`src/rtl/bsu_map.vh`:
```
// Constants for the branch, skip and bit unit: operation codes, status bit
// positions, cycle counts and the software register map.
// Assumes an outside decoder that turns instruction words into an operation
// code plus operand fields, and a core that stalls fetch while busy is high.
`ifndef BSU_MAP_VH
`define BSU_MAP_VH

// Operation codes presented by the decoder.
`define BSU_OP_NONE        5'h00
`define BSU_OP_PTR_JUMP    5'h01
`define BSU_OP_PTR_CALL    5'h02
`define BSU_OP_REL_JUMP    5'h03
`define BSU_OP_REL_CALL    5'h04
`define BSU_OP_RETURN      5'h05
`define BSU_OP_INT_RETURN  5'h06
`define BSU_OP_CMP_SKIP_EQ 5'h07
`define BSU_OP_CMP         5'h08
`define BSU_OP_CMP_CARRY   5'h09
`define BSU_OP_CMP_IMM     5'h0a
`define BSU_OP_SKIP_RB_CLR 5'h0b
`define BSU_OP_SKIP_RB_SET 5'h0c
`define BSU_OP_SKIP_IO_CLR 5'h0d
`define BSU_OP_SKIP_IO_SET 5'h0e
`define BSU_OP_BR_FLAG_SET 5'h0f
`define BSU_OP_BR_FLAG_CLR 5'h10
`define BSU_OP_IO_BIT_SET  5'h11
`define BSU_OP_IO_BIT_CLR  5'h12

// Status flags register bit positions.
`define BSU_FLAG_C 3'h0
`define BSU_FLAG_Z 3'h1
`define BSU_FLAG_N 3'h2
`define BSU_FLAG_V 3'h3
`define BSU_FLAG_S 3'h4
`define BSU_FLAG_H 3'h5
`define BSU_FLAG_T 3'h6
`define BSU_FLAG_I 3'h7

// Cycle counts per instruction.
`define BSU_CYC_ONE        3'h1
`define BSU_CYC_TWO        3'h2
`define BSU_CYC_THREE      3'h3
`define BSU_CYC_FOUR       3'h4

// Software register map and reset values.
`define BSU_REG_CTRL       8'h00
`define BSU_REG_STATUS     8'h04
`define BSU_REG_RETIRED    8'h08
`define BSU_REG_LAST_PC    8'h0c
`define BSU_CTRL_ENABLE    0
`define BSU_CTRL_CLR_CNT   1
`define BSU_CTRL_RESET     2'h1

`endif

```
`src/rtl/bsu_unit.v`:
```
// Branch, skip and bit-instruction execution unit of an 8-bit core.
// Assumes a decoder that presents one operation per accepted cycle with its
// operands, a register file and I/O space read combinationally in the same
// cycle, and a stack that returns popped data one cycle after a pop request.
//
// Our own choices: the register offsets and the plain strobed port.
`timescale 1ns/100ps
`default_nettype none
`include "bsu_map.vh"

module bsu_unit
(
  input  wire        clk,          // Core clock, 200 MHz.
  input  wire        reset_n,      // Asynchronous reset, active low.
  input  wire        op_valid,     // Decoder presents an operation.
  input  wire [4:0]  op_code,      // Operation code.
  input  wire [2:0]  op_bit,       // Bit or flag select.
  input  wire [11:0] op_offset,    // Signed relative offset in words.
  input  wire [4:0]  op_io_addr,   // Low I/O register address.
  input  wire        next_is_long, // Following instruction is two words.
  input  wire [15:0] pc_cur,       // Address of the presented instruction.
  input  wire [15:0] z_pointer,    // Z pointer pair.
  input  wire [7:0]  rd_data,      // First operand register.
  input  wire [7:0]  rr_data,      // Second operand or immediate.
  input  wire [7:0]  status_in,    // Current status flags register.
  input  wire [7:0]  io_rdata,     // Data of the addressed I/O register.
  input  wire [15:0] pop_data,     // Stack data, one cycle after pop.
  output wire        op_ready,     // Unit can take an operation.
  output reg         pc_load_ff,   // One-cycle pulse: load program counter.
  output reg  [15:0] pc_target_ff, // New program counter value.
  output reg         flags_we_ff,  // One-cycle pulse: write status flags.
  output reg  [7:0]  flags_out_ff, // New status flags value.
  output reg         push_ff,      // One-cycle pulse: push return address.
  output reg  [15:0] push_data_ff, // Return address to push.
  output reg         pop_ff,       // One-cycle pulse: pop return address.
  output reg         io_we_ff,     // One-cycle pulse: write I/O register.
  output reg  [4:0]  io_waddr_ff,  // I/O register write address.
  output reg  [7:0]  io_wdata_ff,  // I/O register write data.
  input  wire [7:0]  sw_addr,      // Software register address.
  input  wire [31:0] sw_wdata,     // Software write data.
  input  wire        sw_wr,        // Software write strobe.
  input  wire        sw_rd,        // Software read strobe.
  output reg  [31:0] sw_rdata_ff   // Software read data, one cycle later.
);

  localparam [1:0] ST_IDLE = 2'b01;
  localparam [1:0] ST_WAIT = 2'b10;

  reg  [1:0]  state_ff;
  reg  [1:0]  nxt_state;
  reg  [2:0]  cnt_ff;
  reg  [4:0]  op_ff;
  reg  [15:0] target_ff;
  reg  [7:0]  io_data_ff;
  reg  [2:0]  bit_ff;
  reg  [4:0]  io_addr_ff;
  reg         taken_ff;
  reg  [1:0]  ctrl_ff;
  reg  [15:0] retired_ff;
  reg  [15:0] last_pc_ff;

  reg  [2:0]  nxt_cycles;
  reg  [15:0] nxt_target;
  reg         nxt_taken;
  reg         flag_sel;
  reg         cmp_op;

  wire        accept;
  wire        finish;
  wire [15:0] rel_target;
  wire [15:0] skip_target;
  wire        carry_in;
  wire [8:0]  cmp_diff;
  wire [4:0]  cmp_low;
  wire [7:0]  cmp_flags;
  wire        cmp_v;

  // The unit stalls fetch while a multi-cycle operation runs; software can
  // park it by clearing the enable bit, which also stalls the core.
  assign op_ready = state_ff[0] & ctrl_ff[`BSU_CTRL_ENABLE];
  assign accept   = op_valid & op_ready;
  assign finish   = state_ff[1] & (cnt_ff == `BSU_CYC_ONE);

  // Relative targets: offset plus one word past the current instruction.
  assign rel_target  = pc_cur + {{4{op_offset[11]}}, op_offset} + 16'h0001;
  assign skip_target = pc_cur + (next_is_long ? 16'h0003 : 16'h0002);

  // Compare arithmetic; only the carry variant subtracts the incoming carry.
  assign carry_in = (op_code == `BSU_OP_CMP_CARRY) & status_in[`BSU_FLAG_C];
  assign cmp_diff = {1'b0, rd_data} - {1'b0, rr_data} - {8'h00, carry_in};
  assign cmp_low  = {1'b0, rd_data[3:0]} - {1'b0, rr_data[3:0]} - {4'h0, carry_in};
  assign cmp_v    = (rd_data[7] & ~rr_data[7] & ~cmp_diff[7]) |
                    (~rd_data[7] & rr_data[7] & cmp_diff[7]);

  // Zero from the carry variant keeps a previous zero clear, so multi-byte
  // compares chain correctly; S, T and I pass through untouched.
  assign cmp_flags[`BSU_FLAG_C] = cmp_diff[8];
  assign cmp_flags[`BSU_FLAG_Z] = (cmp_diff[7:0] == 8'h00) &
                                  ((op_code != `BSU_OP_CMP_CARRY) | status_in[`BSU_FLAG_Z]);
  assign cmp_flags[`BSU_FLAG_N] = cmp_diff[7];
  assign cmp_flags[`BSU_FLAG_V] = cmp_v;
  assign cmp_flags[`BSU_FLAG_S] = status_in[`BSU_FLAG_S];
  assign cmp_flags[`BSU_FLAG_H] = cmp_low[4];
  assign cmp_flags[`BSU_FLAG_T] = status_in[`BSU_FLAG_T];
  assign cmp_flags[`BSU_FLAG_I] = status_in[`BSU_FLAG_I];

  // Status bit selected by a conditional branch; the signed-test position is
  // formed from negative XOR overflow so it never depends on a stale bit.
  always @*
  begin
    case (op_bit)
      `BSU_FLAG_C: flag_sel = status_in[`BSU_FLAG_C];
      `BSU_FLAG_Z: flag_sel = status_in[`BSU_FLAG_Z];
      `BSU_FLAG_N: flag_sel = status_in[`BSU_FLAG_N];
      `BSU_FLAG_V: flag_sel = status_in[`BSU_FLAG_V];
      `BSU_FLAG_S: flag_sel = status_in[`BSU_FLAG_N] ^ status_in[`BSU_FLAG_V];
      `BSU_FLAG_H: flag_sel = status_in[`BSU_FLAG_H];
      `BSU_FLAG_T: flag_sel = status_in[`BSU_FLAG_T];
      `BSU_FLAG_I: flag_sel = status_in[`BSU_FLAG_I];
      default:     flag_sel = 1'b0;
    endcase
  end

  // Decode: cycle count, whether the program counter is reloaded, and where.
  always @*
  begin
    nxt_cycles = `BSU_CYC_ONE;
    nxt_target = skip_target;
    nxt_taken  = 1'b0;
    cmp_op     = 1'b0;
    case (op_code)
      `BSU_OP_PTR_JUMP:
      begin
        nxt_cycles = `BSU_CYC_TWO;
        nxt_target = z_pointer;
        nxt_taken  = 1'b1;
      end
      `BSU_OP_PTR_CALL:
      begin
        nxt_cycles = `BSU_CYC_THREE;
        nxt_target = z_pointer;
        nxt_taken  = 1'b1;
      end
      `BSU_OP_REL_JUMP:
      begin
        nxt_cycles = `BSU_CYC_TWO;
        nxt_target = rel_target;
        nxt_taken  = 1'b1;
      end
      `BSU_OP_REL_CALL:
      begin
        nxt_cycles = `BSU_CYC_THREE;
        nxt_target = rel_target;
        nxt_taken  = 1'b1;
      end
      `BSU_OP_RETURN, `BSU_OP_INT_RETURN:
      begin
        nxt_cycles = `BSU_CYC_FOUR;
        nxt_taken  = 1'b1;
      end
      `BSU_OP_CMP_SKIP_EQ:
        nxt_taken = (rd_data == rr_data);
      `BSU_OP_CMP, `BSU_OP_CMP_CARRY, `BSU_OP_CMP_IMM:
        cmp_op = 1'b1;
      `BSU_OP_SKIP_RB_CLR:
        nxt_taken = ~rd_data[op_bit];
      `BSU_OP_SKIP_RB_SET:
        nxt_taken = rd_data[op_bit];
      `BSU_OP_SKIP_IO_CLR:
        nxt_taken = ~io_rdata[op_bit];
      `BSU_OP_SKIP_IO_SET:
        nxt_taken = io_rdata[op_bit];
      `BSU_OP_BR_FLAG_SET:
      begin
        nxt_taken  = flag_sel;
        nxt_target = rel_target;
      end
      `BSU_OP_BR_FLAG_CLR:
      begin
        nxt_taken  = ~flag_sel;
        nxt_target = rel_target;
      end
      `BSU_OP_IO_BIT_SET, `BSU_OP_IO_BIT_CLR:
        nxt_cycles = `BSU_CYC_TWO;
      default:
        nxt_cycles = `BSU_CYC_ONE;
    endcase
    // A taken skip costs one extra cycle per word jumped over; a taken
    // conditional branch costs one extra cycle.
    if (nxt_taken && (op_code >= `BSU_OP_CMP_SKIP_EQ) &&
        (op_code <= `BSU_OP_SKIP_IO_SET))
      nxt_cycles = next_is_long ? `BSU_CYC_THREE : `BSU_CYC_TWO;
    else if (nxt_taken && ((op_code == `BSU_OP_BR_FLAG_SET) ||
             (op_code == `BSU_OP_BR_FLAG_CLR)))
      nxt_cycles = `BSU_CYC_TWO;
  end

  // State sequencing: single-cycle work finishes in the accept cycle.
  always @*
  begin
    case (state_ff)
      ST_IDLE: nxt_state = (accept && (nxt_cycles != `BSU_CYC_ONE)) ? ST_WAIT : ST_IDLE;
      ST_WAIT: nxt_state = finish ? ST_IDLE : ST_WAIT;
      default: nxt_state = ST_IDLE;
    endcase
  end

  // Operation context held for the cycles that follow acceptance.
  always @(posedge clk or negedge reset_n)
  begin
    if (!reset_n)
    begin
      state_ff   <= ST_IDLE;
      cnt_ff     <= 3'h0;
      op_ff      <= `BSU_OP_NONE;
      target_ff  <= 16'h0000;
      io_data_ff <= 8'h00;
      bit_ff     <= 3'h0;
      io_addr_ff <= 5'h00;
      taken_ff   <= 1'b0;
    end
    else
    begin
      state_ff <= nxt_state;
      if (accept)
      begin
        cnt_ff     <= nxt_cycles - 3'h1;
        op_ff      <= op_code;
        target_ff  <= nxt_target;
        io_data_ff <= io_rdata;
        bit_ff     <= op_bit;
        io_addr_ff <= op_io_addr;
        taken_ff   <= nxt_taken;
      end
      else if (state_ff[1])
      begin
        cnt_ff <= cnt_ff - 3'h1;
        // Stack answers one cycle after the pop pulse, in cycle two.
        if (((op_ff == `BSU_OP_RETURN) || (op_ff == `BSU_OP_INT_RETURN)) &&
            (cnt_ff == `BSU_CYC_TWO))
          target_ff <= pop_data;
      end
    end
  end

  // Side effects. Flags are only written by compares and interrupt return,
  // so every other operation leaves the status register alone.
  always @(posedge clk or negedge reset_n)
  begin
    if (!reset_n)
    begin
      pc_load_ff   <= 1'b0;
      pc_target_ff <= 16'h0000;
      flags_we_ff  <= 1'b0;
      flags_out_ff <= 8'h00;
      push_ff      <= 1'b0;
      push_data_ff <= 16'h0000;
      pop_ff       <= 1'b0;
      io_we_ff     <= 1'b0;
      io_waddr_ff  <= 5'h00;
      io_wdata_ff  <= 8'h00;
    end
    else
    begin
      pc_load_ff  <= 1'b0;
      flags_we_ff <= 1'b0;
      push_ff     <= 1'b0;
      pop_ff      <= 1'b0;
      io_we_ff    <= 1'b0;
      if (accept)
      begin
        if (cmp_op)
        begin
          flags_we_ff  <= 1'b1;
          flags_out_ff <= cmp_flags;
        end
        if ((op_code == `BSU_OP_PTR_CALL) || (op_code == `BSU_OP_REL_CALL))
        begin
          push_ff      <= 1'b1;
          push_data_ff <= pc_cur + 16'h0001;
        end
        if ((op_code == `BSU_OP_RETURN) || (op_code == `BSU_OP_INT_RETURN))
          pop_ff <= 1'b1;
        // Multi-cycle work from a taken skip or branch reloads at once.
        if ((nxt_cycles != `BSU_CYC_ONE) && nxt_taken &&
            (op_code >= `BSU_OP_CMP_SKIP_EQ) && (op_code <= `BSU_OP_BR_FLAG_CLR))
        begin
          pc_load_ff   <= 1'b1;
          pc_target_ff <= nxt_target;
        end
      end
      else if (finish)
      begin
        if ((op_ff <= `BSU_OP_INT_RETURN) && taken_ff)
        begin
          pc_load_ff   <= 1'b1;
          pc_target_ff <= target_ff;
        end
        if (op_ff == `BSU_OP_INT_RETURN)
        begin
          flags_we_ff  <= 1'b1;
          flags_out_ff <= status_in | (8'h01 << `BSU_FLAG_I);
        end
        // Only the addressed bit changes; the others are written back as read.
        if ((op_ff == `BSU_OP_IO_BIT_SET) || (op_ff == `BSU_OP_IO_BIT_CLR))
        begin
          io_we_ff    <= 1'b1;
          io_waddr_ff <= io_addr_ff;
          io_wdata_ff <= (op_ff == `BSU_OP_IO_BIT_SET) ?
                         (io_data_ff | (8'h01 << bit_ff)) :
                         (io_data_ff & ~(8'h01 << bit_ff));
        end
      end
    end
  end

  // Software registers: control, live status, retired count and last target.
  always @(posedge clk or negedge reset_n)
  begin
    if (!reset_n)
    begin
      ctrl_ff     <= `BSU_CTRL_RESET;
      retired_ff  <= 16'h0000;
      last_pc_ff  <= 16'h0000;
      sw_rdata_ff <= 32'h00000000;
    end
    else
    begin
      if (sw_wr && (sw_addr == `BSU_REG_CTRL))
        ctrl_ff <= sw_wdata[1:0];
      // Clearing takes priority over counting in the same cycle.
      if (ctrl_ff[`BSU_CTRL_CLR_CNT])
        retired_ff <= 16'h0000;
      else if ((accept && (nxt_cycles == `BSU_CYC_ONE)) || finish)
        retired_ff <= retired_ff + 16'h0001;
      if (pc_load_ff)
        last_pc_ff <= pc_target_ff;
      sw_rdata_ff <= 32'h00000000;
      if (sw_rd)
      begin
        case (sw_addr)
          `BSU_REG_CTRL:    sw_rdata_ff <= {30'h00000000, ctrl_ff};
          `BSU_REG_STATUS:  sw_rdata_ff <= {30'h00000000, taken_ff, state_ff[1]};
          `BSU_REG_RETIRED: sw_rdata_ff <= {16'h0000, retired_ff};
          `BSU_REG_LAST_PC: sw_rdata_ff <= {16'h0000, last_pc_ff};
          default:          sw_rdata_ff <= 32'h00000000;
        endcase
      end
    end
  end

endmodule
`default_nettype wire

```
`config.mk`:
```
export PLATFORM = sky130hd
export DESIGN_NAME = bsu_unit
export DESIGN_NICKNAME = d
export VERILOG_FILES = /design/src/rtl/bsu_unit.v
export VERILOG_INCLUDE_DIRS = /design/src /design/src/rtl
export SDC_FILE = /design/constraint.sdc
export NUM_CORES = 1
export LEC_CHECK = 0
export BUFFER_PORTS_ARGS = -buffer_cell sky130_fd_sc_hd__buf_2
export CORE_MARGIN = 2
export CORE_UTILIZATION = 35
export DETAILED_ROUTE_END_ITERATION = 12
export PLACE_DENSITY = 0.56
export SLEW_MARGIN = 15
export SYNTH_ARGS = -nofsm -noshare
export SYNTH_HDL_FRONTEND = slang
export SYNTH_SLANG_ARGS = --single-unit
```
`constraint.sdc`:
```
create_clock -name clk -period 2.6 [get_ports clk]
set_input_delay 0.26 -clock clk [delete_from_list [all_inputs] [get_ports clk]]
set_output_delay 0.26 -clock clk [all_outputs]
set_load 0.02 [all_outputs]
```
==> results of run 1 <==
-- synthesized netlist by cell type, types with 3 or more instances --
library cell               instances  area (um2)
sky130_fd_sc_hd__fa_1              3        60.1
sky130_fd_sc_hd__o21ai_0          52         260
sky130_fd_sc_hd__nand2b_1         10        62.6
sky130_fd_sc_hd__nand2_1         181         679
sky130_fd_sc_hd__mux2i_1          30         300
sky130_fd_sc_hd__dfrtp_1         149        3730
sky130_fd_sc_hd__ha_1             41         513
sky130_fd_sc_hd__or4_1             3        22.5
sky130_fd_sc_hd__nor4_1            4        25.0
sky130_fd_sc_hd__xor2_1           38         333
sky130_fd_sc_hd__mux4_2            6         135
sky130_fd_sc_hd__a211oi_1          3        22.5
sky130_fd_sc_hd__a21o_1            3        22.5
sky130_fd_sc_hd__o31ai_1          14         105
sky130_fd_sc_hd__nor2b_1           4        25.0
sky130_fd_sc_hd__nand4_1          11        68.8
sky130_fd_sc_hd__xnor2_1          30         263
sky130_fd_sc_hd__nand3b_1          7        52.6
sky130_fd_sc_hd__clkbuf_1         33         124
sky130_fd_sc_hd__o221ai_1          3        26.3
sky130_fd_sc_hd__a21oi_1          47         235
sky130_fd_sc_hd__mux2_2           22         248
sky130_fd_sc_hd__or3_1             6        37.5
sky130_fd_sc_hd__inv_1            52         195
sky130_fd_sc_hd__nor2_1           85         319
sky130_fd_sc_hd__buf_4            20         150
sky130_fd_sc_hd__o31ai_2           4        50.1
sky130_fd_sc_hd__nor3b_1           4        30.0
sky130_fd_sc_hd__buf_2             8        40.0
sky130_fd_sc_hd__a31oi_1          23         144
sky130_fd_sc_hd__buf_1             7        26.3
sky130_fd_sc_hd__and3_1           11        68.8
sky130_fd_sc_hd__nor3_1           12        60.1
sky130_fd_sc_hd__nand3_1          29         145
sky130_fd_sc_hd__o21ai_1          10        50.1
-- layer usage --
layer	up-vias	track usage [%]	wire length (um)
met3	22	3.85	1070
met5	-	0	0
met1	3799	25.9	12000
li1	4007	-	-
met4	0	5.37	404
met2	161	30.0	12300
-- report_power, final --
group	switching [uW]	leakage (uW)	internal (uW)
sequential	243	0.00195	2630
combinational	850	0.00383	743
clock	1190	0.000288	1300
-- area by class of cell --
cell class	count	area (um2)	share of cell area, %
multi-input combinational	756	5300	43.1
sequential	151	3780	30.8
timing repair buffer	300	1980	16.1
clock buffer	17	425	3.46
tap	335	419	3.41
inverter	52	200	1.63
clock inverter	15	179	1.46
antenna	2	5.00	0.0407
-- what timing repair did --
action	4_1_cts	5_1_grt
resized for setup	26	71
hold buffers	1	0
endpoints found under the hold margin	51	0
pin swaps	17	29
buffers inserted	8	10
cloned	0	4
endpoints found under the setup margin	36	39
-- stage by stage --
| stage | cells | hold WS [ns] | power (uW) | util [%] | TNS, ns |
|---|---|---|---|---|---|
| after floorplan | 1028 | -0.0356 | 3840 | - | -14.62 |
| after global placement | 1572 | 0.257 | 4340 | 42.5 | -29.55 |
| after detailed placement | 1572 | 0.255 | 4370 | 42.5 | -31.93 |
| after CTS | 1613 | 0.00785 | 6940 | 45.6 | -10.87 |
| after global routing | 1626 | 0.0169 | 7380 | 47.5 | -16.45 |
| final | 1628 | 0.0324 | 6950 | 47.5 | -12.74 |
-- state kept, by name, summed over array words and instances, names as in the netlist, 3 cells and up --
| name | cells |
|---|---|
| last_pc_ff | 16 |
| op_ff | 5 |
| retired_ff | 16 |
| push_data_ff | 16 |
| io_data_ff | 8 |
| pc_target_ff | 16 |
| io_waddr_ff | 5 |
| cnt_ff | 3 |
| target_ff | 16 |
| bit_ff | 3 |
| flags_out_ff | 8 |
| sw_rdata_ff | 16 |
| io_wdata_ff | 8 |
| io_addr_ff | 5 |
-- critical path, stage by stage --
cell	delay (ns)
sky130_fd_sc_hd__buf_2	0.12
sky130_fd_sc_hd__mux4_2	0.49
sky130_fd_sc_hd__mux2i_4	0.18
sky130_fd_sc_hd__mux2_4	0.33
sky130_fd_sc_hd__a211oi_4	0.20
sky130_fd_sc_hd__and3_4	0.27
sky130_fd_sc_hd__nor3_4	0.05
sky130_fd_sc_hd__mux2i_2	0.22
sky130_fd_sc_hd__ha_2	0.24
sky130_fd_sc_hd__buf_6	0.10
sky130_fd_sc_hd__a21oi_4	0.05
sky130_fd_sc_hd__o21ai_2	0.09
sky130_fd_sc_hd__a31oi_4	0.06
sky130_fd_sc_hd__o21ai_4	0.37
sky130_fd_sc_hd__clkbuf_16	0.24
sky130_fd_sc_hd__nand2_1	0.06
sky130_fd_sc_hd__o31ai_2	0.06
-- worst paths after layout --
path	end	cells after the start
hold / removal	io_addr_ff[3]$_DFFE_PN0P_	3
setup reg to reg	io_wdata_ff[6]$_DFFE_PN0P_	7
min in group asynchronous	flags_out_ff[5]$_DFFE_PN0P_	2
hold reg to reg	io_waddr_ff[3]$_DFFE_PN0P_	2
max in group asynchronous	retired_ff[14]$_DFFE_PN0P_	3
setup / recovery	pc_target_ff[1]$_DFFE_PN0P_	17
-- cells by family after synthesis --
group	Yosys count	synth area share [%]
AND/OR/NAND/NOR	380	18.9
multiplexers	59	7.62
adder cells (fa/ha/maj)	44	6.29
buffers and inverters	121	6.00
XOR/XNOR	68	6.54
flip-flops	151	41.5
other	1	0.0412
AO/OA/AOI/OAI	189	13.1
==> results.rst, run 1 <==
.. list-table::
   :header-rows: 1

   * - Metric
     - Value
   * - Setup violations, final
     - 34
   * - Worst setup skew after layout
     - 0.0152 ns
   * - Critical Path Fanout Max
     - 8
   * - Root buffer cell
     - sky130_fd_sc_hd__clkbuf_16
   * - Type of the setup path with the least slack
     - in -> reg
   * - Power per cell area
     - 566 nW/um2
   * - Drt drc
     - 0
   * - Initial detailed-routing violation count
     - 409
   * - Outcome
     - finished with violations
   * - Distinct cells, synth
     - 72
   * - Final Routed Wirelength
     - 25,800 um
   * - Share of the yosys chip area belonging to registers
     - approximately two fifths
   * - Endpoint required time on the critical path
     - 2.93 ns
   * - Placed Area
     - 11,000 um2
   * - Post-Syn Instances
     - between 1,000 and 1,500
   * - Source-to-sink clock delay at the later pin of the worst-skew pair
     - 0.43 ns
   * - Flops & latches, synth
     - approximately 150
   * - Final critical delay including setup and external delays
     - around 3.1 ns
   * - Critical Path End Type
     - flip-flop
   * - Tot GR Track Use
     - 18.8%
   * - Post-synth EDFFs
     - 0
   * - Height of the chip
     - 165 um
   * - CTS Buf Count
     - 17
   * - Pin count of the biggest net entering global routing
     - 56
   * - Crit Reg-Reg Startpoint
     - state_ff[1]$_DFF_PN0_
   * - Slew of the pin with the lowest slew margin
     - approximately 0.75 ns
   * - Number of core rows
     - 59
   * - Number of nets at the end of the flow
     - 1,473
   * - # fillers
     - 2,511
   * - Pre-CTS setup slack
     - -0.977 ns
   * - Async set-or-reset flop fraction in the synthesized netlist
     - 100%
   * - Die ar.
     - roughly 27,000 um2
   * - Setup repair after global routing missed its margin
     - true
   * - Initial core utilization
     - 35.3%
   * - Area grow syn2layout
     - 34.9%
   * - Main flop type after synthesis
     - sky130_fd_sc_hd__dfrtp_1
   * - Slew Limit Fails
     - 0
   * - Arrival time reported for the critical path endpoint
     - 3.40 ns
   * - TritonCTS Sinks
     - 151
   * - First-pass GRT wire length
     - 40,300 um
   * - Average vias per placed instance
     - 4.91
   * - Number of violations of the max-capacitance limit
     - 0
   * - Worst VDD drop
     - ~0.39 mV
   * - Standby leakage power
     - 0.00607 uW
   * - Reg-to-reg slack, setup
     - 0.36 ns
   * - Placer Congestion
     - 0.835
   * - Area of all placed cells without fillers
     - approximately 12,000 um2
   * - Most frequent cells in the layout
     - sky130_fd_sc_hd__buf_2, sky130_fd_sc_hd__nand2_1, sky130_fd_sc_hd__dfrtp_1, sky130_fd_sc_hd__buf_4, sky130_fd_sc_hd__nor2_1
   * - IO Port Bufs
     - 195
   * - FMAX
     - 325 MHz
   * - Hold path start
     - op_io_addr[3]
   * - Routed len/inst
     - approximately 16 um
   * - Die outline width
     - 165 um
   * - Max_slew headroom
     - 49.8%
   * - Number of global-route vias before repair
     - 7,688
   * - Floorplan core area
     - 25,800 um2
   * - Yosys synthesis warning count
     - 0
   * - Via count of the routed design
     - 7,989
   * - Share of the clock period used by the worst path after layout
     - 118%
   * - Ports
     - 242
   * - Share of final-layout standard cells stronger than drive strength 1
     - 34.5%
   * - CTS max path bufs
     - 2
   * - Overflow left after global routing
     - 0
   * - Clock tree from TritonCTS
     - yes
   * - Sum of net half-perimeters after detailed placement
     - just under 20,000 um
   * - Number of antenna violations at the first check in global routing
     - 2
   * - Commonest non-fill, non-tap cell in the layout
     - sky130_fd_sc_hd__buf_2
   * - Final worst slack
     - -0.474 ns
   * - Mean area per synthesized cell
     - 8.99 um2
   * - Area of the mapped netlist
     - 9110 um2
   * - H-tree levels
     - 4
   * - Category of the worst setup path launch point
     - input pin
   * - Final hold violation count
     - 0
   * - Crit. Startpoint
     - rd_data[0]
   * - Drt pass-1 iters
     - 4
   * - Hold Path Class
     - in -> reg
   * - Failing checks
     - negative setup slack
   * - Routed Antenna Nets
     - 0
   * - Clk pin slew, worst setup/hold paths
     - 0.07 ns
(Power assumes the default switching activity.)
==> inputs of run 2 (changes only) <==
--- a/config.mk
+++ b/config.mk
@@ -7,10 +7,12 @@
 export NUM_CORES = 1
 export LEC_CHECK = 0
 export BUFFER_PORTS_ARGS = -buffer_cell sky130_fd_sc_hd__buf_2
+export CELL_PAD_IN_SITES_DETAIL_PLACEMENT = 1
+export CELL_PAD_IN_SITES_GLOBAL_PLACEMENT = 1
 export CORE_MARGIN = 2
 export CORE_UTILIZATION = 35
 export DETAILED_ROUTE_END_ITERATION = 12
-export PLACE_DENSITY = 0.56
+export PLACE_DENSITY = 0.72
 export SLEW_MARGIN = 15
 export SYNTH_ARGS = -nofsm -noshare
 export SYNTH_HDL_FRONTEND = slang
==> constraint.sdc (replaced) <==
create_clock -name clk -period 2.6 [get_ports clk]
set_input_delay 0.26 -clock clk [delete_from_list [all_inputs] [get_ports clk]]
set_output_delay 0.26 -clock clk [all_outputs]
set_load 0.1 [all_outputs]
==> run 2 against run 1 <==
Non-clock buffer count fell by 2. Die area unchanged. Final area shrank 1.3%. Clock-buffer cell count did not move. Flip-flop and latch count stayed put. The flow still finishes with violations (negative setup slack). Register-to-register slack gained 0.05 ns. Via count grew 2.8%. Routed wire length grew 8.2%. Global-route usage grew 1.8 points. Power increased by 5.8%. Core utilization decreased by 0.60 points.
==> results.rst, run 2 (synthesis results as in run 1) <==
.. list-table::
   :header-rows: 1

   * - Metric
     - Value
   * - Number of nets at the end of the flow
     - 1,471 (-0.14%)
   * - Category of the worst setup path launch point
     - input pin
   * - Overflow left after global routing
     - 0 (unchanged)
   * - Worst VDD drop
     - 0.312 mV (-21%)
   * - Cell-by-cell trace of the critical path
     - buf_2 > ha_4 > nand4_1 > o41ai_2 > buf_4 > nand3b_1 > o21a_1 > and3_4 > nor3_4 > mux2i_2 > ha_2 > a32o_2 > nand4_4 > nor2_4 > nand3_2 > xor2_1 > nor2_1
   * - Average vias per placed instance
     - 5.05 (+2.9%)
   * - Final worst slack
     - -0.503 ns (-0.0294 ns)
   * - Number of core rows
     - 59 (unchanged)
   * - Height of the chip
     - 165 um (unchanged)
   * - Share of the clock period used by the worst path after layout
     - 119% (+1.1 points)
   * - Die outline width
     - 165 um (unchanged)
   * - Routed len/inst
     - 17.2 um (+8.3%)
   * - Routed Antenna Nets
     - 0 (unchanged)
   * - Commonest non-fill, non-tap cell in the layout
     - sky130_fd_sc_hd__buf_2
   * - TritonCTS Sinks
     - 151 (unchanged)
   * - Max_slew headroom
     - 57.7% (+8.0 points)
   * - Number of cells in the design after placement
     - 1,573 (+0.064%)
   * - First-pass GRT wire length
     - 44,300 um (+9.9%)
   * - Endpoint required time on the critical path
     - 2.87 ns (-0.06 ns)
   * - Final critical delay including setup and external delays
     - 3.10 ns (+0.0294 ns)
   * - Ports
     - 242 (unchanged)
   * - Number of antenna violations at the first check in global routing
     - 4 (+2)
   * - Drt pass-1 iters
     - 4 (unchanged)
   * - Type of the setup path with the least slack
     - in -> reg
   * - Placer Congestion
     - 0.858 (+2.7%)
   * - Source-to-sink clock delay at the later pin of the worst-skew pair
     - 0.43 ns (about the same)
   * - Area grow syn2layout
     - 33.2%
   * - Standby leakage power
     - 0.00604 uW (-0.52%)
   * - Die ar.
     - 27,300 um2 (unchanged)
   * - # fillers
     - 3,038 (+21%)
   * - Sum of net half-perimeters after detailed placement
     - 21,200 um (+9.8%)
   * - Floorplan core area
     - 25,800 um2 (unchanged)
   * - Drt drc
     - 0 (unchanged)
   * - IO Port Bufs
     - 195 (unchanged)
   * - Via count of the routed design
     - 8,211 (+2.8%)
   * - Number of cells in the finished layout apart from fillers
     - 1,626 (-0.12%)
   * - Setup repair after global routing missed its margin
     - true
   * - Clk pin slew, worst setup/hold paths
     - 0.07 ns (about the same)
   * - Total power
     - 7350 uW (+5.8%)
   * - Worst setup skew after layout
     - 0.0109 ns (-0.00423 ns)
   * - Hold Path Class
     - in -> reg
   * - H-tree levels
     - 4 (unchanged)
   * - CP max stage delay
     - 0.38 ns (-0.11 ns)
   * - Final hold violation count
     - 0 (unchanged)
   * - Pre-CTS setup slack
     - -1.12 ns (-0.147 ns)
   * - Setup violations, final
     - 35 (+2.9%)
   * - CTS Buf Count
     - 17 (unchanged)
   * - Initial core utilization
     - 35.3% (unchanged)
   * - Final Routed Wirelength
     - 27,900 um (+8.2%)
   * - Power per cell area
     - 606 nW/um2 (+7.1%)
   * - Critical Path End Type
     - flip-flop
   * - Outcome
     - finished with violations
   * - Critical Path Fanout Max
     - 4 (-4)
   * - Root buffer cell
     - sky130_fd_sc_hd__clkbuf_16
   * - Arrival time reported for the critical path endpoint
     - 3.38 ns (-0.02 ns)
   * - Tot GR Track Use
     - 20.6% (+1.8 points)
   * - Clock tree from TritonCTS
     - yes
   * - Pin count of the biggest net entering global routing
     - 56 (unchanged)
   * - Number of global-route vias before repair
     - 8,590 (+12%)
   * - Most frequent cells in the layout
     - sky130_fd_sc_hd__buf_2, sky130_fd_sc_hd__nand2_1, sky130_fd_sc_hd__dfrtp_1, sky130_fd_sc_hd__buf_4, sky130_fd_sc_hd__nor2_1
   * - Initial detailed-routing violation count
     - 338 (-17%)
   * - Share of final-layout standard cells stronger than drive strength 1
     - 34.7% (+0.21 points)
   * - CTS max path bufs
     - 2 (unchanged)
   * - Slew Limit Fails
     - 0 (unchanged)
   * - Slowest library cell on the worst path
     - sky130_fd_sc_hd__o41ai_2
   * - Failing checks
     - negative setup slack
   * - Number of violations of the max-capacitance limit
     - 0 (unchanged)
   * - Slew of the pin with the lowest slew margin
     - 0.634 ns (-0.120 ns)
   * - FMAX
     - 322 MHz (-0.95%)
-- run 2: cell count changes in the layout (fill, tap and decap cells not counted), sizes merged --
| cell | delta |
|---|---|
| clkbuf | -3 |
| buf | +1 |
| clkinv | -2 |
| clkinvlp | -1 |
| inv | +2 |
| bufinv | +1 |
-- run 2: where the power goes --
group	total [uW]	switching (uW)	internal, uW
registers	2870	246	2630
clock network	2530	1150	1380
logic	1950	1210	738
total	7350	2610	4740
-- run 2: what timing repair did --
action,in CTS,in global routing
gates resized for setup,47,39
hold buffers,1,0
hold endpoints to repair,43,0
setup endpoints to repair,38,40
gates cloned,0,0
setup buffers,11,8
pin swaps,22,23
-- run 2: layer usage --
metal,routed length [um],GRT usage [%],up-vias
li1,-,-,3999
met1,12600,27.0,4038
met2,13800,34.8,143
met4,500,6.27,2
met5,7,0,-
met3,1010,3.67,29
-- run 2: path summary, 6_finish.rpt --
| path | from | slack [ns] | cells after the start | to |
|---|---|---|---|---|
| setup / recovery | rr_data[4] | -0.50 | 17 | retired_ff[13]$_DFFE_PN0P_ |
| hold / removal | op_io_addr[2] | 0.03 | 3 | io_addr_ff[2]$_DFFE_PN0P_ |
| setup reg to reg | ctrl_ff[0]$_DFFE_PN1P_ | 0.41 | 7 | retired_ff[13]$_DFFE_PN0P_ |
| hold reg to reg | io_addr_ff[4]$_DFFE_PN0P_ | 0.47 | 2 | io_waddr_ff[4]$_DFFE_PN0P_ |
| max in group asynchronous | reset_n | 1.46 | 3 | io_wdata_ff[6]$_DFFE_PN0P_ |
| min in group asynchronous | reset_n | 0.36 | 2 | flags_out_ff[4]$_DFFE_PN0P_ |
-- run 2: critical path: cells and delay by family --
| kind | cells | cell delay [ns] |
|---|---|---|
| AO/OA/AOI/OAI | 3 | 0.77 |
| XOR/XNOR | 1 | 0.18 |
| adder cells (fa/ha/maj) | 2 | 0.49 |
| buffers and inverters | 2 | 0.27 |
| multiplexers | 1 | 0.26 |
| AND/OR/NAND/NOR | 8 | 1.14 |
-- run 2: final cells by class --
| class | instances | area, um2 | share of cell area (%) |
|---|---|---|---|
| Multi-Input combinational cell | 756 | 5240 | 43.2 |
| Sequential cell | 151 | 3780 | 31.2 |
| Timing Repair Buffer | 298 | 1880 | 15.5 |
| Clock buffer | 17 | 425 | 3.51 |
| Tap cell | 335 | 419 | 3.46 |
| Inverter | 52 | 198 | 1.63 |
| Clock inverter | 15 | 178 | 1.46 |
| Antenna cell | 2 | 5.00 | 0.0413 |
-- run 2: per-stage QoR --
step / hold WS [ns] / utilization, % / TNS (ns) / instance area, um2
2_1_floorplan: -0.0356 / - / -14.67 / 9330
3_5_place_dp: 0.255 / 42.5 / -36.19 / 11000
5_1_grt: 0.0322 / 46.9 / -18.18 / 12100
6_report: 0.0299 / 46.9 / -12.40 / 12100
4_1_cts: 0.0108 / 46.0 / -8.92 / 11900
3_3_place_gp: 0.254 / 42.5 / -31.62 / 11000
==> inputs of run 3 (changes only) <==
--- a/config.mk
+++ b/config.mk
@@ -10,9 +10,10 @@
 export CELL_PAD_IN_SITES_DETAIL_PLACEMENT = 1
 export CELL_PAD_IN_SITES_GLOBAL_PLACEMENT = 1
 export CORE_MARGIN = 2
-export CORE_UTILIZATION = 35
+export CORE_UTILIZATION = 40
 export DETAILED_ROUTE_END_ITERATION = 12
-export PLACE_DENSITY = 0.72
+export PLACE_DENSITY = 0.8
+export RECOVER_POWER = 50
 export SLEW_MARGIN = 15
 export SYNTH_ARGS = -nofsm -noshare
 export SYNTH_HDL_FRONTEND = slang
==> run 3 against run 2 <==
Register-to-register slack got worse by 0.29 ns. Critical path depth up 1. The run ends with max-capacitance violations, max-slew violations, negative setup slack left. Flip-flop and latch count unchanged. Core utilization increased by 7.7 points. Clock power is 2% higher. Combinational power rose by 3%. Power grew 1.8%. Clock-buffer cell count stayed put. Largest cell class unchanged. Final area grew 1.3%. Worst setup slack worse by 0.0098 ns. Via count up 4.3%. Sequential share of layout area fell by 0.40 points.
==> results.rst, run 3 (synthesis results as in run 1) <==
.. list-table::
   :header-rows: 1

   * - Metric
     - Value
   * - Standby leakage power
     - 0.00611 uW (+1.1%)
   * - Slew of the pin with the lowest slew margin
     - 1.98 ns (+1.35 ns)
   * - Power per cell area
     - 609 nW/um2 (+0.46%)
   * - Average vias per placed instance
     - 5.42 (+7.3%)
   * - Final Routed Wirelength
     - 30,400 um (+8.8%)
   * - Type of the setup path with the least slack
     - in -> reg
   * - Length in cells of the worst reg-to-reg path
     - 9 (+2)
   * - FMAX
     - 321 MHz (-0.31%)
   * - Overflow left after global routing
     - 0 (unchanged)
   * - Placed Area
     - 10,900 um2 (-0.39%)
   * - Placer Congestion
     - 0.850 (-0.99%)
   * - Initial detailed-routing violation count
     - 423 (+25%)
   * - Final hold violation count
     - 0 (unchanged)
   * - Pin count of the biggest net entering global routing
     - 73 (+30%)
   * - Drt pass-1 iters
     - 5 (+1)
   * - Outcome
     - finished with violations
   * - Most frequent cells in the layout
     - sky130_fd_sc_hd__buf_2, sky130_fd_sc_hd__nand2_1, sky130_fd_sc_hd__dfrtp_1, sky130_fd_sc_hd__buf_4, sky130_fd_sc_hd__nor2_1
   * - CTS Buf Count
     - 17 (unchanged)
   * - Failing checks
     - max-capacitance violations, max-slew violations, negative setup slack
   * - Share of the clock period used by the worst path after layout
     - 120% (+0.38 points)
   * - Number of global-route vias before repair
     - 8,952 (+4.2%)
   * - Critical Path Fanout Max
     - 8 (+4)
   * - Die outline width
     - 155 um (-6.3%)
   * - Number of nets at the end of the flow
     - 1,477 (+0.41%)
   * - Height of the chip
     - 155 um (-6.3%)
   * - Die ar.
     - 24,000 um2 (-12%)
   * - Drt drc
     - 0 (unchanged)
   * - H-tree levels
     - 4 (unchanged)
   * - Source-to-sink clock delay at the later pin of the worst-skew pair
     - 0.43 ns (about the same)
   * - Worst setup skew after layout
     - 0.0108 ns (-0.000192 ns)
   * - Setup violations, final
     - 34 (-2.9%)
   * - Pre-CTS setup slack
     - -1.03 ns (+0.0984 ns)
   * - Endpoint required time on the critical path
     - 2.93 ns (+0.06 ns)
   * - Share of final-layout standard cells stronger than drive strength 1
     - 34.7% (+0.071 points)
   * - Floorplan core area
     - 22,500 um2 (-13%)
   * - Crit. Startpoint
     - op_bit[0]
   * - Initial core utilization
     - 40.5% (+5.2 points)
   * - Ports
     - 242 (unchanged)
   * - Reg-to-reg slack, setup
     - 0.12 ns (-0.29 ns)
   * - Crit Reg-Reg Startpoint
     - state_ff[0]$_DFF_PN1_
   * - Setup repair after global routing missed its margin
     - true
   * - Number of core rows
     - 55 (-6.8%)
   * - Clk pin slew, worst setup/hold paths
     - 0.07 ns (about the same)
   * - Clock tree from TritonCTS
     - yes
   * - Worst R2R End
     - pc_target_ff[3]$_DFFE_PN0P_
   * - Critical Path End Type
     - flip-flop
   * - Commonest non-fill, non-tap cell in the layout
     - sky130_fd_sc_hd__buf_2
   * - Total power
     - 7480 uW (+1.8%)
   * - Root buffer cell
     - sky130_fd_sc_hd__clkbuf_16
   * - Arrival time reported for the critical path endpoint
     - 3.44 ns (+0.06 ns)
   * - Hold Path Class
     - in -> reg
   * - Smallest hold slack
     - 0.0214 ns (-0.00847 ns)
   * - Worst VDD drop
     - 0.518 mV (+66%)
   * - Max_slew headroom
     - -32.1% (-90 points)
   * - Core utilization of the finished layout
     - 54.6% (+7.7 points)
   * - Hold Path Depth
     - 3 (unchanged)
   * - Final worst slack
     - -0.513 ns (-0.00978 ns)
   * - Final critical delay including setup and external delays
     - 3.11 ns (+0.00978 ns)
   * - Area of all placed cells without fillers
     - 12,300 um2 (+1.3%)
   * - Hold worst-path end
     - io_addr_ff[2]$_DFFE_PN0P_
   * - TritonCTS Sinks
     - 151 (unchanged)
   * - Routed Antenna Nets
     - 0 (unchanged)
   * - Sum of net half-perimeters after detailed placement
     - 20,700 um (-2.4%)
   * - Number of violations of the max-capacitance limit
     - 1 (+1)
   * - Area grow syn2layout
     - 34.9%
   * - Via count of the routed design
     - 8,564 (+4.3%)
   * - Slew Limit Fails
     - 73 (+73)
   * - First-pass GRT wire length
     - 46,800 um (+5.6%)
   * - Category of the worst setup path launch point
     - input pin
   * - Number of antenna violations at the first check in global routing
     - 2 (-2)
   * - CTS max path bufs
     - 2 (unchanged)
   * - Routed len/inst
     - 19.2 um (+12%)
   * - IO Port Bufs
     - 195 (unchanged)
   * - Hold path start
     - op_io_addr[2]
   * - Tot GR Track Use
     - 24.5% (+3.9 points)
-- run 3: cell types whose count changed in the layout (fill, tap and decap cells not counted), moves of 6 or more --
cell | previous run | this run
sky130_fd_sc_hd__nand2_4 | 0 | 14
sky130_fd_sc_hd__nand2_2 | 10 | 2
sky130_fd_sc_hd__nand2_1 | 171 | 164
sky130_fd_sc_hd__o31ai_2 | 15 | 8
sky130_fd_sc_hd__o31ai_4 | 1 | 8
sky130_fd_sc_hd__buf_2 | 185 | 191
-- run 3: where the power goes --
group          internal [uW]  total (uW)  switching [uW]
combinational            748        2010            1260
clock                   1380        2570            1190
sequential              2630        2900             275
-- run 3: cell type report --
class                           count  area (um2)
Fill cell                        2629       10200
Multi-Input combinational cell    756        5400
Sequential cell                   151        3780
Timing Repair Buffer              304        1940
Clock buffer                       17         425
Tap cell                          285         357
Inverter                           52         195
Clock inverter                     15         185
Antenna cell                        1        2.50
-- run 3: timing repair --
action,CTS,global route
pin swaps,23,24
gates resized for setup,51,55
cloned,3,1
buffers inserted,14,8
setup endpoints to repair,36,39
hold endpoints to repair,68,0
hold buffers,1,0
-- run 3: worst max-delay path, stage by stage --
cell and delay [ns]:
sky130_fd_sc_hd__buf_8 0.08, sky130_fd_sc_hd__mux4_2 0.54, sky130_fd_sc_hd__mux2i_4 0.18, sky130_fd_sc_hd__mux2_4 0.33, sky130_fd_sc_hd__a211oi_4 0.17, sky130_fd_sc_hd__and3_4 0.26, sky130_fd_sc_hd__nor3_4 0.05, sky130_fd_sc_hd__mux2i_2 0.20
sky130_fd_sc_hd__ha_2 0.23, sky130_fd_sc_hd__buf_6 0.11, sky130_fd_sc_hd__a21oi_4 0.05, sky130_fd_sc_hd__o21ai_2 0.13, sky130_fd_sc_hd__a31oi_4 0.06, sky130_fd_sc_hd__o21ai_4 0.30, sky130_fd_sc_hd__buf_6 0.20, sky130_fd_sc_hd__buf_16 0.16
sky130_fd_sc_hd__nand2_2 0.07, sky130_fd_sc_hd__o31ai_2 0.06
-- run 3: stage by stage --
stage               cells  setup TNS (ns)
floorplan            1028          -14.67
global placement     1524          -28.33
detailed placement   1524          -33.25
CTS                  1573          -14.57
global route         1580          -26.56
finish               1581          -14.21
-- run 3: worst max path at each step --
stage	to	slack (ns)	cells past startpoint
floorplan	retired_ff[11]$_DFFE_PN0P_	-0.59	16
finish	pc_target_ff[3]$_DFFE_PN0P_	-0.51	18
global placement	retired_ff[13]$_DFFE_PN0P_	-0.90	18
CTS	pc_target_ff[4]$_DFFE_PN0P_	-0.49	18
global route	pc_target_ff[3]$_DFFE_PN0P_	-0.64	19
detailed placement	retired_ff[11]$_DFFE_PN0P_	-1.03	15
-- run 3: metal layers --
metal,up-vias,global-route usage (%),wire [um]
li1,4005,-,-
met1,4262,31.4,13100
met2,234,42.2,15200
met3,63,3.70,1160
met4,0,8.55,909
met5,-,0,0
